### src/verilog/rtsc_pkg.sv
// constants shared by the timestamp capture unit
package rtsc_pkg;
  // register offsets on the device register port
  localparam logic [7:0] ADDR_CAP_CONTROL = 8'h12;
  localparam logic [7:0] ADDR_CAP_SECONDS = 8'h13;
  localparam logic [7:0] ADDR_CAP_MINUTES = 8'h14;
  localparam logic [7:0] ADDR_CAP_HOURS = 8'h15;
  localparam logic [7:0] ADDR_CAP_DAY = 8'h16;
  localparam logic [7:0] ADDR_CAP_MONTH = 8'h17;
  localparam logic [7:0] ADDR_CAP_YEAR = 8'h18;
  // capture_control field positions
  localparam int CTL_KEEP_FIRST_BIT = 7;
  localparam int CTL_DISABLE_BIT = 6;
  // control reset values: last-event mode, capture enabled
  localparam logic RST_KEEP_FIRST = 1'h0;
  localparam logic RST_DISABLE = 1'h0;
  // coded level of the multilevel capture pin
  localparam logic [1:0] PIN_HIGH = 2'h3;
  localparam logic [1:0] PIN_MID = 2'h1;
  localparam logic [1:0] PIN_GND = 2'h0;
  // hour arithmetic
  localparam logic [4:0] HOURS_HALF_DAY = 5'h0c;
  localparam logic [4:0] BCD_TEN = 5'h0a;

  // reset-held control and status state
  typedef struct packed {
    logic keep_first;
    logic disable_cap;
    logic flag_level;
    logic flag_ground;
    logic bat_flag;
    logic [1:0] pin_prev;
    logic irq_n;
    logic [7:0] rdata;
  } rtsc_ctl_t;

  // capture fields, kept across resets
  typedef struct packed {
    logic [4:0] sub16;
    logic [6:0] sec;
    logic [6:0] min;
    logic [5:0] hour;
    logic [5:0] day;
    logic [4:0] mon;
    logic [7:0] year;
  } rtsc_cap_t;
endpackage

### src/verilog/rtsc_capture.sv
// timestamp capture unit: pin event detection, flags, capture registers
`timescale 1ns/1ps
`default_nettype none

// What this block does
// - ground event with enable asserts interrupt low
// - interrupt held until both flags cleared
// - ground flag re-set only on fresh ground
// - control bit 7 picks keep-last or keep-first
// - control bits 4..0 hold BCD sixteenths
// - unimplemented bits read as zero
// - capture fields untouched by reset
// - seconds BCD, tens 6..4, units 3..0
// - minutes BCD, tens 6..4, units 3..0
// - 12-hour: PM bit 5, tens bit 4
// - 24-hour: tens bits 5..4, units 3..0
// - hour format follows hour-format control bit
// - day BCD, tens bits 5..4
// - month BCD, tens bit 4
// - year BCD across all eight bits
// - intermediate-level edge captures, sets level flag
// - ground captures, sets both flags
// - enabled after power-on; bit 6 disables
// - battery switch-over capture, flag blocks further
module rtsc_capture (
  input wire logic clk_sys_in,
  input wire logic nrst_in,
  input wire logic [1:0] capture_input_n_lvl_in,
  input wire logic capture_irq_enable_in,
  input wire logic flag_level_clr_in,
  input wire logic flag_ground_clr_in,
  input wire logic hour_mode_12_in,
  input wire logic battery_switch_capture_en_in,
  input wire logic battery_switch_event_in,
  input wire logic battery_flag_clr_in,
  input wire logic [4:0] cal_sub16_in,
  input wire logic [6:0] cal_sec_in,
  input wire logic [6:0] cal_min_in,
  input wire logic [5:0] cal_hour24_in,
  input wire logic [5:0] cal_day_in,
  input wire logic [4:0] cal_mon_in,
  input wire logic [7:0] cal_year_in,
  input wire logic [7:0] reg_addr_in,
  input wire logic reg_wr_in,
  input wire logic reg_rd_in,
  input wire logic [7:0] reg_wdata_in,
  output logic [7:0] reg_rdata_out,
  output logic capture_flag_level_out,
  output logic capture_flag_ground_out,
  output logic battery_switched_flag_out,
  output logic capture_irq_n_out
);

  ////////////////////////////////////////////////////////////////////////
  // reset release
  logic rst_meta_q;
  logic rst_n_q;

  // assert at once, release two edges later so state leaves reset cleanly
  always_ff @(posedge clk_sys_in or negedge nrst_in) begin
    if (!nrst_in) begin
      rst_meta_q <= 1'b0;
      rst_n_q <= 1'b0;
    end else begin
      rst_meta_q <= 1'b1;
      rst_n_q <= rst_meta_q;
    end
  end

  ////////////////////////////////////////////////////////////////////////
  // hour format conversion
  function automatic logic [5:0] hour_fmt(input logic [5:0] h24,
                                          input logic mode12);
    logic [4:0] bin;
    logic [4:0] h12;
    logic pm;
    logic tens;
    logic [4:0] units;
    bin = 5'(h24[5:4]) * rtsc_pkg::BCD_TEN + 5'(h24[3:0]);
    pm = (bin >= rtsc_pkg::HOURS_HALF_DAY);
    h12 = pm ? 5'(bin - rtsc_pkg::HOURS_HALF_DAY) : bin;
    if (h12 == 5'h00) begin
      h12 = rtsc_pkg::HOURS_HALF_DAY;
    end
    tens = (h12 >= rtsc_pkg::BCD_TEN);
    units = tens ? 5'(h12 - rtsc_pkg::BCD_TEN) : h12;
    if (mode12) begin
      hour_fmt = {pm, tens, units[3:0]};
    end else begin
      hour_fmt = h24;
    end
  endfunction

  ////////////////////////////////////////////////////////////////////////
  // state
  rtsc_pkg::rtsc_ctl_t ctl_q;
  rtsc_pkg::rtsc_ctl_t ctl_d;
  rtsc_pkg::rtsc_cap_t cap_q;
  rtsc_pkg::rtsc_cap_t cap_d;

  logic evt_level;
  logic evt_ground;
  logic pin_ok;
  logic flags_any;
  logic pin_go;
  logic bat_go;
  logic cap_go;
  logic ctl_wr;

  // event decode: entering the middle from either rail, or reaching ground
  always_comb begin
    evt_level = (capture_input_n_lvl_in == rtsc_pkg::PIN_MID) &&
      (ctl_q.pin_prev != rtsc_pkg::PIN_MID);
    evt_ground = (capture_input_n_lvl_in == rtsc_pkg::PIN_GND) &&
      (ctl_q.pin_prev != rtsc_pkg::PIN_GND);
    pin_ok = !ctl_q.disable_cap && !ctl_q.bat_flag;
    flags_any = ctl_q.flag_level || ctl_q.flag_ground;
    pin_go = pin_ok && (evt_level || evt_ground);
    bat_go = battery_switch_event_in && battery_switch_capture_en_in &&
      !ctl_q.bat_flag;
    // keep-first mode freezes the first snapshot against pin events while a flag is up; a switch-over capture still loads
    cap_go = (pin_go && !(ctl_q.keep_first && flags_any)) || bat_go;
    ctl_wr = reg_wr_in && (reg_addr_in == rtsc_pkg::ADDR_CAP_CONTROL);
  end

  // control, flags, interrupt and read data
  always_comb begin
    ctl_d = ctl_q;
    ctl_d.pin_prev = capture_input_n_lvl_in;
    if (ctl_wr) begin
      ctl_d.keep_first = reg_wdata_in[rtsc_pkg::CTL_KEEP_FIRST_BIT];
      ctl_d.disable_cap = reg_wdata_in[rtsc_pkg::CTL_DISABLE_BIT];
    end
    // clears first, so a same-cycle pin event wins over them; a switch-over event is still blocked by its set flag
    if (flag_level_clr_in) begin
      ctl_d.flag_level = 1'b0;
    end
    if (flag_ground_clr_in) begin
      ctl_d.flag_ground = 1'b0;
    end
    if (battery_flag_clr_in) begin
      ctl_d.bat_flag = 1'b0;
    end
    if (pin_go) begin
      ctl_d.flag_level = 1'b1;
    end
    if (pin_go && evt_ground) begin
      ctl_d.flag_ground = 1'b1;
    end
    if (bat_go) begin
      ctl_d.bat_flag = 1'b1;
    end
    // level interrupt, no pulse mode for this source
    ctl_d.irq_n = !(capture_irq_enable_in &&
      (ctl_d.flag_level || ctl_d.flag_ground));
    ctl_d.rdata = 8'h00;
    if (reg_rd_in) begin
      unique case (reg_addr_in)
        rtsc_pkg::ADDR_CAP_CONTROL:
          ctl_d.rdata = {ctl_q.keep_first, ctl_q.disable_cap, 1'b0,
            cap_q.sub16};
        rtsc_pkg::ADDR_CAP_SECONDS: ctl_d.rdata = {1'b0, cap_q.sec};
        rtsc_pkg::ADDR_CAP_MINUTES: ctl_d.rdata = {1'b0, cap_q.min};
        rtsc_pkg::ADDR_CAP_HOURS: ctl_d.rdata = {2'b00, cap_q.hour};
        rtsc_pkg::ADDR_CAP_DAY: ctl_d.rdata = {2'b00, cap_q.day};
        rtsc_pkg::ADDR_CAP_MONTH: ctl_d.rdata = {3'b000, cap_q.mon};
        rtsc_pkg::ADDR_CAP_YEAR: ctl_d.rdata = cap_q.year;
        default: ctl_d.rdata = 8'h00; // other offsets belong elsewhere
      endcase
    end
  end

  always_ff @(posedge clk_sys_in or negedge rst_n_q) begin
    if (!rst_n_q) begin
      ctl_q.keep_first <= rtsc_pkg::RST_KEEP_FIRST;
      ctl_q.disable_cap <= rtsc_pkg::RST_DISABLE;
      ctl_q.flag_level <= 1'b0;
      ctl_q.flag_ground <= 1'b0;
      ctl_q.bat_flag <= 1'b0;
      ctl_q.pin_prev <= rtsc_pkg::PIN_HIGH;
      ctl_q.irq_n <= 1'b1;
      ctl_q.rdata <= 8'h00;
    end else begin
      ctl_q <= ctl_d;
    end
  end

  ////////////////////////////////////////////////////////////////////////
  // capture fields: one edge loads every field from the same calendar
  // sample; no reset so a warm reset keeps the evidence
  always_comb begin
    cap_d = cap_q;
    if (cap_go) begin
      cap_d.sub16 = cal_sub16_in;
      cap_d.sec = cal_sec_in;
      cap_d.min = cal_min_in;
      cap_d.hour = hour_fmt(cal_hour24_in, hour_mode_12_in);
      cap_d.day = cal_day_in;
      cap_d.mon = cal_mon_in;
      cap_d.year = cal_year_in;
    end
  end

  always_ff @(posedge clk_sys_in) begin
    cap_q <= cap_d;
  end

  assign reg_rdata_out = ctl_q.rdata;
  assign capture_flag_level_out = ctl_q.flag_level;
  assign capture_flag_ground_out = ctl_q.flag_ground;
  assign battery_switched_flag_out = ctl_q.bat_flag;
  assign capture_irq_n_out = ctl_q.irq_n;

  ////////////////////////////////////////////////////////////////////////
  // checks
  irq_on_flag_a: assert property (
    @(posedge clk_sys_in) disable iff (!rst_n_q)
    ($past(capture_irq_enable_in) &&
     (capture_flag_level_out || capture_flag_ground_out))
    |-> !capture_irq_n_out)
    else $error("interrupt not asserted with flag and enable");

  irq_hold_a: assert property (
    @(posedge clk_sys_in) disable iff (!rst_n_q)
    (!capture_irq_n_out && capture_irq_enable_in &&
     (capture_flag_level_out || capture_flag_ground_out))
    ##1 (capture_flag_level_out || capture_flag_ground_out)
    |-> !capture_irq_n_out)
    else $error("interrupt released while a flag stands");

  ground_fresh_a: assert property (
    @(posedge clk_sys_in) disable iff (!rst_n_q)
    $rose(capture_flag_ground_out) |->
      $past(capture_input_n_lvl_in) == rtsc_pkg::PIN_GND &&
      $past(ctl_q.pin_prev) != rtsc_pkg::PIN_GND)
    else $error("ground flag set without fresh ground edge");

  keep_first_a: assert property (
    @(posedge clk_sys_in) disable iff (!rst_n_q)
    (ctl_q.keep_first && flags_any && !bat_go) |=> $stable(cap_q))
    else $error("keep-first mode overwrote capture");

  ground_both_a: assert property (
    @(posedge clk_sys_in) disable iff (!rst_n_q)
    (evt_ground && pin_ok) |=>
      capture_flag_level_out && capture_flag_ground_out)
    else $error("ground event did not set both flags");

  disabled_quiet_a: assert property (
    @(posedge clk_sys_in) disable iff (!rst_n_q)
    (ctl_q.disable_cap && !flag_level_clr_in && !bat_go) |=>
      !$rose(capture_flag_level_out) && $stable(cap_q))
    else $error("disabled unit reacted to pin");

  battery_block_a: assert property (
    @(posedge clk_sys_in) disable iff (!rst_n_q)
    (ctl_q.bat_flag && !flag_level_clr_in) |=>
      !$rose(capture_flag_level_out) && $stable(cap_q))
    else $error("event registered while switch-over flag set");

  read_zero_a: assert property (
    @(posedge clk_sys_in) disable iff (!rst_n_q)
    (reg_rd_in && reg_addr_in == rtsc_pkg::ADDR_CAP_CONTROL) |=>
      reg_rdata_out[5] == 1'b0)
    else $error("unimplemented control bit read as one");

  ctl_write_a: assert property (
    @(posedge clk_sys_in) disable iff (!rst_n_q)
    ctl_wr |=> ctl_q.disable_cap == $past(reg_wdata_in[6]) &&
      ctl_q.keep_first == $past(reg_wdata_in[7]))
    else $error("control write not taken");

  level_set_a: assert property (
    @(posedge clk_sys_in) disable iff (!rst_n_q)
    (evt_level && pin_ok) |=> capture_flag_level_out)
    else $error("level event did not set level flag");

  level_hold_a: assert property (
    @(posedge clk_sys_in) disable iff (!rst_n_q)
    (capture_flag_level_out && !flag_level_clr_in) |=>
      capture_flag_level_out)
    else $error("level flag dropped without a clear");

  ground_hold_a: assert property (
    @(posedge clk_sys_in) disable iff (!rst_n_q)
    (capture_flag_ground_out && !flag_ground_clr_in) |=>
      capture_flag_ground_out)
    else $error("ground flag dropped without a clear");

  irq_clear_a: assert property (
    @(posedge clk_sys_in) disable iff (!rst_n_q)
    !(capture_flag_level_out || capture_flag_ground_out) |->
      capture_irq_n_out)
    else $error("interrupt low with both flags clear");

  bat_set_a: assert property (
    @(posedge clk_sys_in) disable iff (!rst_n_q)
    bat_go |=> battery_switched_flag_out)
    else $error("switch-over capture did not set its flag");

  capture_load_a: assert property (
    @(posedge clk_sys_in) disable iff (!rst_n_q)
    cap_go |=> cap_q.sub16 == $past(cal_sub16_in) &&
      cap_q.sec == $past(cal_sec_in) && cap_q.min == $past(cal_min_in) &&
      cap_q.day == $past(cal_day_in) && cap_q.mon == $past(cal_mon_in) &&
      cap_q.year == $past(cal_year_in))
    else $error("capture fields not loaded from one sample");

  hour24_copy_a: assert property (
    @(posedge clk_sys_in) disable iff (!rst_n_q)
    (cap_go && !hour_mode_12_in) |=>
      cap_q.hour == $past(cal_hour24_in))
    else $error("24-hour capture altered the hour");

  hour12_fmt_a: assert property (
    @(posedge clk_sys_in) disable iff (!rst_n_q)
    (cap_go && hour_mode_12_in) |=>
      cap_q.hour[4:0] != 5'h00 && cap_q.hour[4:0] <= 5'h12 &&
      cap_q.hour[3:0] <= 4'h9 &&
      cap_q.hour[5] == ($past(cal_hour24_in) >= 6'h12))
    else $error("12-hour capture out of range or wrong half");

  sec_top_a: assert property (
    @(posedge clk_sys_in) disable iff (!rst_n_q)
    (reg_rd_in && reg_addr_in == rtsc_pkg::ADDR_CAP_SECONDS) |=>
      reg_rdata_out[7] == 1'h0)
    else $error("unused seconds bit read as one");

  hour_top_a: assert property (
    @(posedge clk_sys_in) disable iff (!rst_n_q)
    (reg_rd_in && reg_addr_in == rtsc_pkg::ADDR_CAP_HOURS) |=>
      reg_rdata_out[7:6] == 2'h0)
    else $error("unused hour bits read as one");

  day_top_a: assert property (
    @(posedge clk_sys_in) disable iff (!rst_n_q)
    (reg_rd_in && reg_addr_in == rtsc_pkg::ADDR_CAP_DAY) |=>
      reg_rdata_out[7:6] == 2'h0)
    else $error("unused day bits read as one");

  month_top_a: assert property (
    @(posedge clk_sys_in) disable iff (!rst_n_q)
    (reg_rd_in && reg_addr_in == rtsc_pkg::ADDR_CAP_MONTH) |=>
      reg_rdata_out[7:5] == 3'h0)
    else $error("unused month bits read as one");

  rdata_idle_a: assert property (
    @(posedge clk_sys_in) disable iff (!rst_n_q)
    !reg_rd_in |=> reg_rdata_out == 8'h00)
    else $error("read data not back to zero");

endmodule // rtsc_capture

`default_nettype wire

### config.mk
export PLATFORM = sky130hd
export DESIGN_NAME = rtsc_capture
export DESIGN_NICKNAME = d
export VERILOG_FILES = /design/src/verilog/rtsc_pkg.sv /design/src/verilog/rtsc_capture.sv
export SDC_FILE = /design/constraint.sdc
export NUM_CORES = 1
export LEC_CHECK = 0
export BUFFER_PORTS_ARGS = -buffer_cell sky130_fd_sc_hd__buf_4
export CORE_ASPECT_RATIO = 1.75
export CORE_MARGIN = 3
export CORE_UTILIZATION = 45
export DETAILED_ROUTE_END_ITERATION = 8
export PLACE_DENSITY = 0.73
export SYNTH_ARGS = -nofsm -noshare
export SYNTH_HDL_FRONTEND = slang
export SYNTH_SLANG_ARGS = --single-unit
### constraint.sdc
create_clock -name clk_sys_in -period 1.03 [get_ports clk_sys_in]
set_clock_uncertainty 0.1 [all_clocks]
set_input_delay 0.1545 -clock clk_sys_in [delete_from_list [all_inputs] [get_ports clk_sys_in]]
set_output_delay 0.1545 -clock clk_sys_in [all_outputs]
set_load 0.005 [all_outputs]
==> key figures <==
Outcome
  – Status: finished with violations
  – Failing checks: negative setup slack

Worst setup path
  – FF-to-FF path depth: 5
  – Type of element launching the critical path: input port
  – FF-to-FF Start: ctl_q[9]
  – WP data required: 1030 ps
  – Worst path cell trace: buf_8 > ha_4 > inv_2 > fa_2 > xor2_2 > inv_2 > ha_4 > nor4_1 > o221ai_1 > o211ai_1 > a221oi_4 > o21ai_4 > xnor2_1 > mux2_4
  – Delay of the slowest critical-path stage: 400 ps
  – Kind of critical path: in2reg
  – Worst Setup End Kind: flop
  – CP arrival: 2890 ps
  – RR Endpoint: cap_q[24]
  – Critical-path maximum fanout: 5
  – Cell with the biggest individual delay on the critical path: nor4_1
  – R2R setup slack: -740 ps

Clock network
  – Clock root buffer master: clkbuf_8
  – Number of clock buffers inserted by TritonCTS: 9
  – CTS sink cnt: 62
  – H-Tree Level Count: 3
  – Clock Pin Slew Worst Setup and Hold Paths: 70 ps
  – CTS tree: built
  – Worst-Skew Late Latency: 350 ps
  – Clock Tree Buf Depth: 2

Synth
  – Number of synthesized flops with an enable pin: 44
  – Cell taking the most area after synthesis: edfxtp_1
  – Cell types occupying the most area after synthesis: edfxtp_1, dfrtp_1, mux2i_1, dfstp_2, buf_4
  – Synth warnings: 0
  – Sequential-to-total area share from yosys stat: 61.9%
  – Yosys reg bits: 62
  – Top_reg_cell synth: edfxtp_1
  – Portion of synthesized cell area occupied by the leading cell type: 46.1%
  – Per-instance average area after synthesis: 13.2 um^2
  – Post-Syn Nets: 297
  – Netlist cell types: 56
  – Number of cells produced by synthesis: 218
  – FFs w/ async S/R, synth: 29.0%
  – Cell area after synthesis: 0.00287 mm^2

STA
  – Post-layout min period: 2880 ps
  – Max Freq: 347 MHz
  – Slew @ Worst Pin: 544 ps
  – Final setup violation count: 75
  – Post-route setup slack: -1850 ps
  – Final slew viol count: 0
  – Final clock period utilization by the worst path: 280%
  – Slew margin rel.: 63.2%
  – Count of endpoints failing hold in the final timing report: 0
  – RSZ-0062 raised after global routing: yes
  – Worst-case hold slack: 17.5 ps

Place
  – RD Place Congestion: 0.818
  – Estimated wirelength of the detail-placed design: 5.69 mm
  – Standard cell area after detailed placement: 0.00400 mm^2
  – PortBufs: 78

Layout
  – Final-stage net count: 495
  – Post-route core utilization: 88.3%
  – Final standard cell area without fillers: 0.00532 mm^2
  – Antenna Cells: 0
  – Fraction of layout cells with a size suffix above 1: 58.9%
  – Syn-to-layout area delta: 85.4%

Drt
  – Wire length per cell: 22.0 um
  – Drc violations: 0
  – Detail-routed via count per cell: 5.51
  – Count of vias placed by the detailed router: 2,747
  – Number of search-and-repair iterations in the first detailed-routing pass: 5
  – Starting DRC count in detailed routing: 164
  – Routed Antenna Nets: 0
  – Routed Wire Length: 11.0 mm

Power
  – Clock share of power: 28.4%
  – Share of power burned in registers: 41.8%
  – Power per cell area: 1380 mW/mm^2
  – Switching power as a share of total power: 28.1%
  – Share of power burned in combinational logic: 29.8%
  – Net Sw Power: 0.00205 W
  – Internal: 0.00526 W
  – Worst voltage drop across the vdd grid: 1080 uV
  – Leakage component of the power: 2.17 nW

Run
  – Maxcap violations: 0

Worst hold path
  – Hold worst-path end: cap_q[20]
  – Worst Hold Path Cells: 2
  – Start point of the worst min-delay path: cal_hour24_in[1]
  – Hold/Removal Path Class: in2reg

Global routing
  – Largest net degree at the start of global routing: 17
  – Grt ovf: 0
  – Number of global-route vias before repair: 2,933
  – Antenna violations before repair: 0
  – GRT Util Overall: 27.3%
  – First-pass GRT wire length: 14.7 mm

Die
  – Die X: 66.3 um
  – Starting density of the core: 47.7%
  – Floorplan row count: 37
  – # IOs: 85
  – Floorplan Core Area: 0.00602 mm^2
  – Die area: 0.00740 mm^2
  – Height of the die: 112 um
==> cell usage after synthesis, types with 4 or more instances <==
cell	number
ha_1	5
buf_4	9
a221oi_1	5
a21oi_1	11
a22oi_1	8
dfrtp_1	15
inv_1	7
o21ai_0	8
nor2_1	18
mux2_2	4
nand3_1	4
mux2i_1	8
xnor2_1	4
o21ai_1	6
edfxtp_1	44
nand2_1	12
==> registers in the layout, summed over array words and instances, names as in the netlist <==
signal	cells
rst_n_q	1
capture_irq_n_out	1
capture_flag_level_out	1
ctl_q	4
capture_flag_ground_out	1
battery_switched_flag_out	1
rst_meta_q	1
reg_rdata_out	8
cap_q	44
==> power groups by stage <==
stage | sequential, W | combinational (W) | clock (W)
after floorplan | 0.00305 | 0.000755 | 0
after global placement | 0.00304 | 0.00146 | 0
after detailed placement | 0.00305 | 0.00148 | 0
after CTS | 0.00303 | 0.00194 | 0.00201
after global routing | 0.00308 | 0.00228 | 0.00218
final | 0.00306 | 0.00218 | 0.00208
==> worst max-delay path: cells and delay by family <==
kind | cells | cell delay [ps]
compound gates | 4 | 910
mux | 1 | 260
xor+xnor | 2 | 300
fa+ha+maj | 3 | 680
simple gates | 1 | 400
buf+inv | 3 | 190
==> repair_timing <==
item,CTS,global route
hold buffers,46,0
gates cloned,2,2
endpoints found under the hold margin,48,0
pin swaps,26,19
setup endpoints to repair,75,75
setup buffers,13,10
gates resized for setup,74,32
==> metal layers <==
metal | wire length, um | up-vias | track usage (%)
met1 | 3620 | 1337 | 27.2
met5 | 0 | - | 0
met3 | 487 | 44 | 6.56
li1 | - | 1215 | -
met4 | 611 | 0 | 14.1
met2 | 6230 | 151 | 50.0
==> stage by stage <==
step           worst slack [ps]  total power (W)  std cells  TNS [ps]
5_1_grt                   -1920          0.00754        499    -46740
3_5_place_dp              -2110          0.00454        416    -42210
2_1_floorplan             -2020          0.00380        218    -55630
3_3_place_gp              -2050          0.00450        416    -42500
6_report                  -1850          0.00731        499    -43820
4_1_cts                   -1670          0.00697        492    -39610
==> layout make-up <==
class | count | area, um^2
Clock buffer | 10 | 128
Clock inverter | 6 | 52.6
Fill cell | 250 | 702
Inverter | 9 | 38.8
Multi-Input combinational cell | 133 | 1360
Sequential cell | 62 | 1780
Tap cell | 78 | 97.6
Timing Repair Buffer | 201 | 1860
==> worst max path at each step <==
stage | startpoint | end | slack, ps | depth (start not counted)
3_3_place_gp | cal_hour24_in[1] | cap_q[20] | -2050 | 14
5_1_grt | cal_hour24_in[4] | cap_q[20] | -1920 | 14
2_1_floorplan | cal_hour24_in[1] | cap_q[20] | -2020 | 14
3_5_place_dp | cal_hour24_in[1] | cap_q[20] | -2110 | 14
6_report | cal_hour24_in[4] | cap_q[20] | -1850 | 14
4_1_cts | cal_hour24_in[4] | cap_q[21] | -1670 | 13
==> layout by cell type (no fill, tap or decap), types with 4 or more instances in the layout <==
master         instances
inv_2                  4
clkbuf_8               9
xnor2_1                4
nand2_1                6
dlygate4sd3_1         46
o21ai_2                7
nor2_1                13
a21oi_1                9
ha_4                   4
buf_6                 31
a221oi_2               5
nand2_2                4
buf_12                 4
mux2i_1                4
nor2_4                 6
o21ai_4                5
buf_4                115
clkinv_1               4
dfrtp_1               15
edfxtp_1              44
a22oi_2                8
mux2i_2                4
==> logic make-up (layout without fill, tap and decap cells) <==
family	after synthesis	count (layout)	share of synthesized area, %
buffers and inverters	23	226	5.37
AOI/OAI and AO/OA	59	59	14.7
and+or+nand+nor	48	48	8.42
adders and majority gates	6	6	2.88
DFF	62	62	61.9
muxes	13	13	4.76
xor gates and xnor gates	6	6	1.83
other	1	1	0.131
Power figures use the tool's default switching activity.
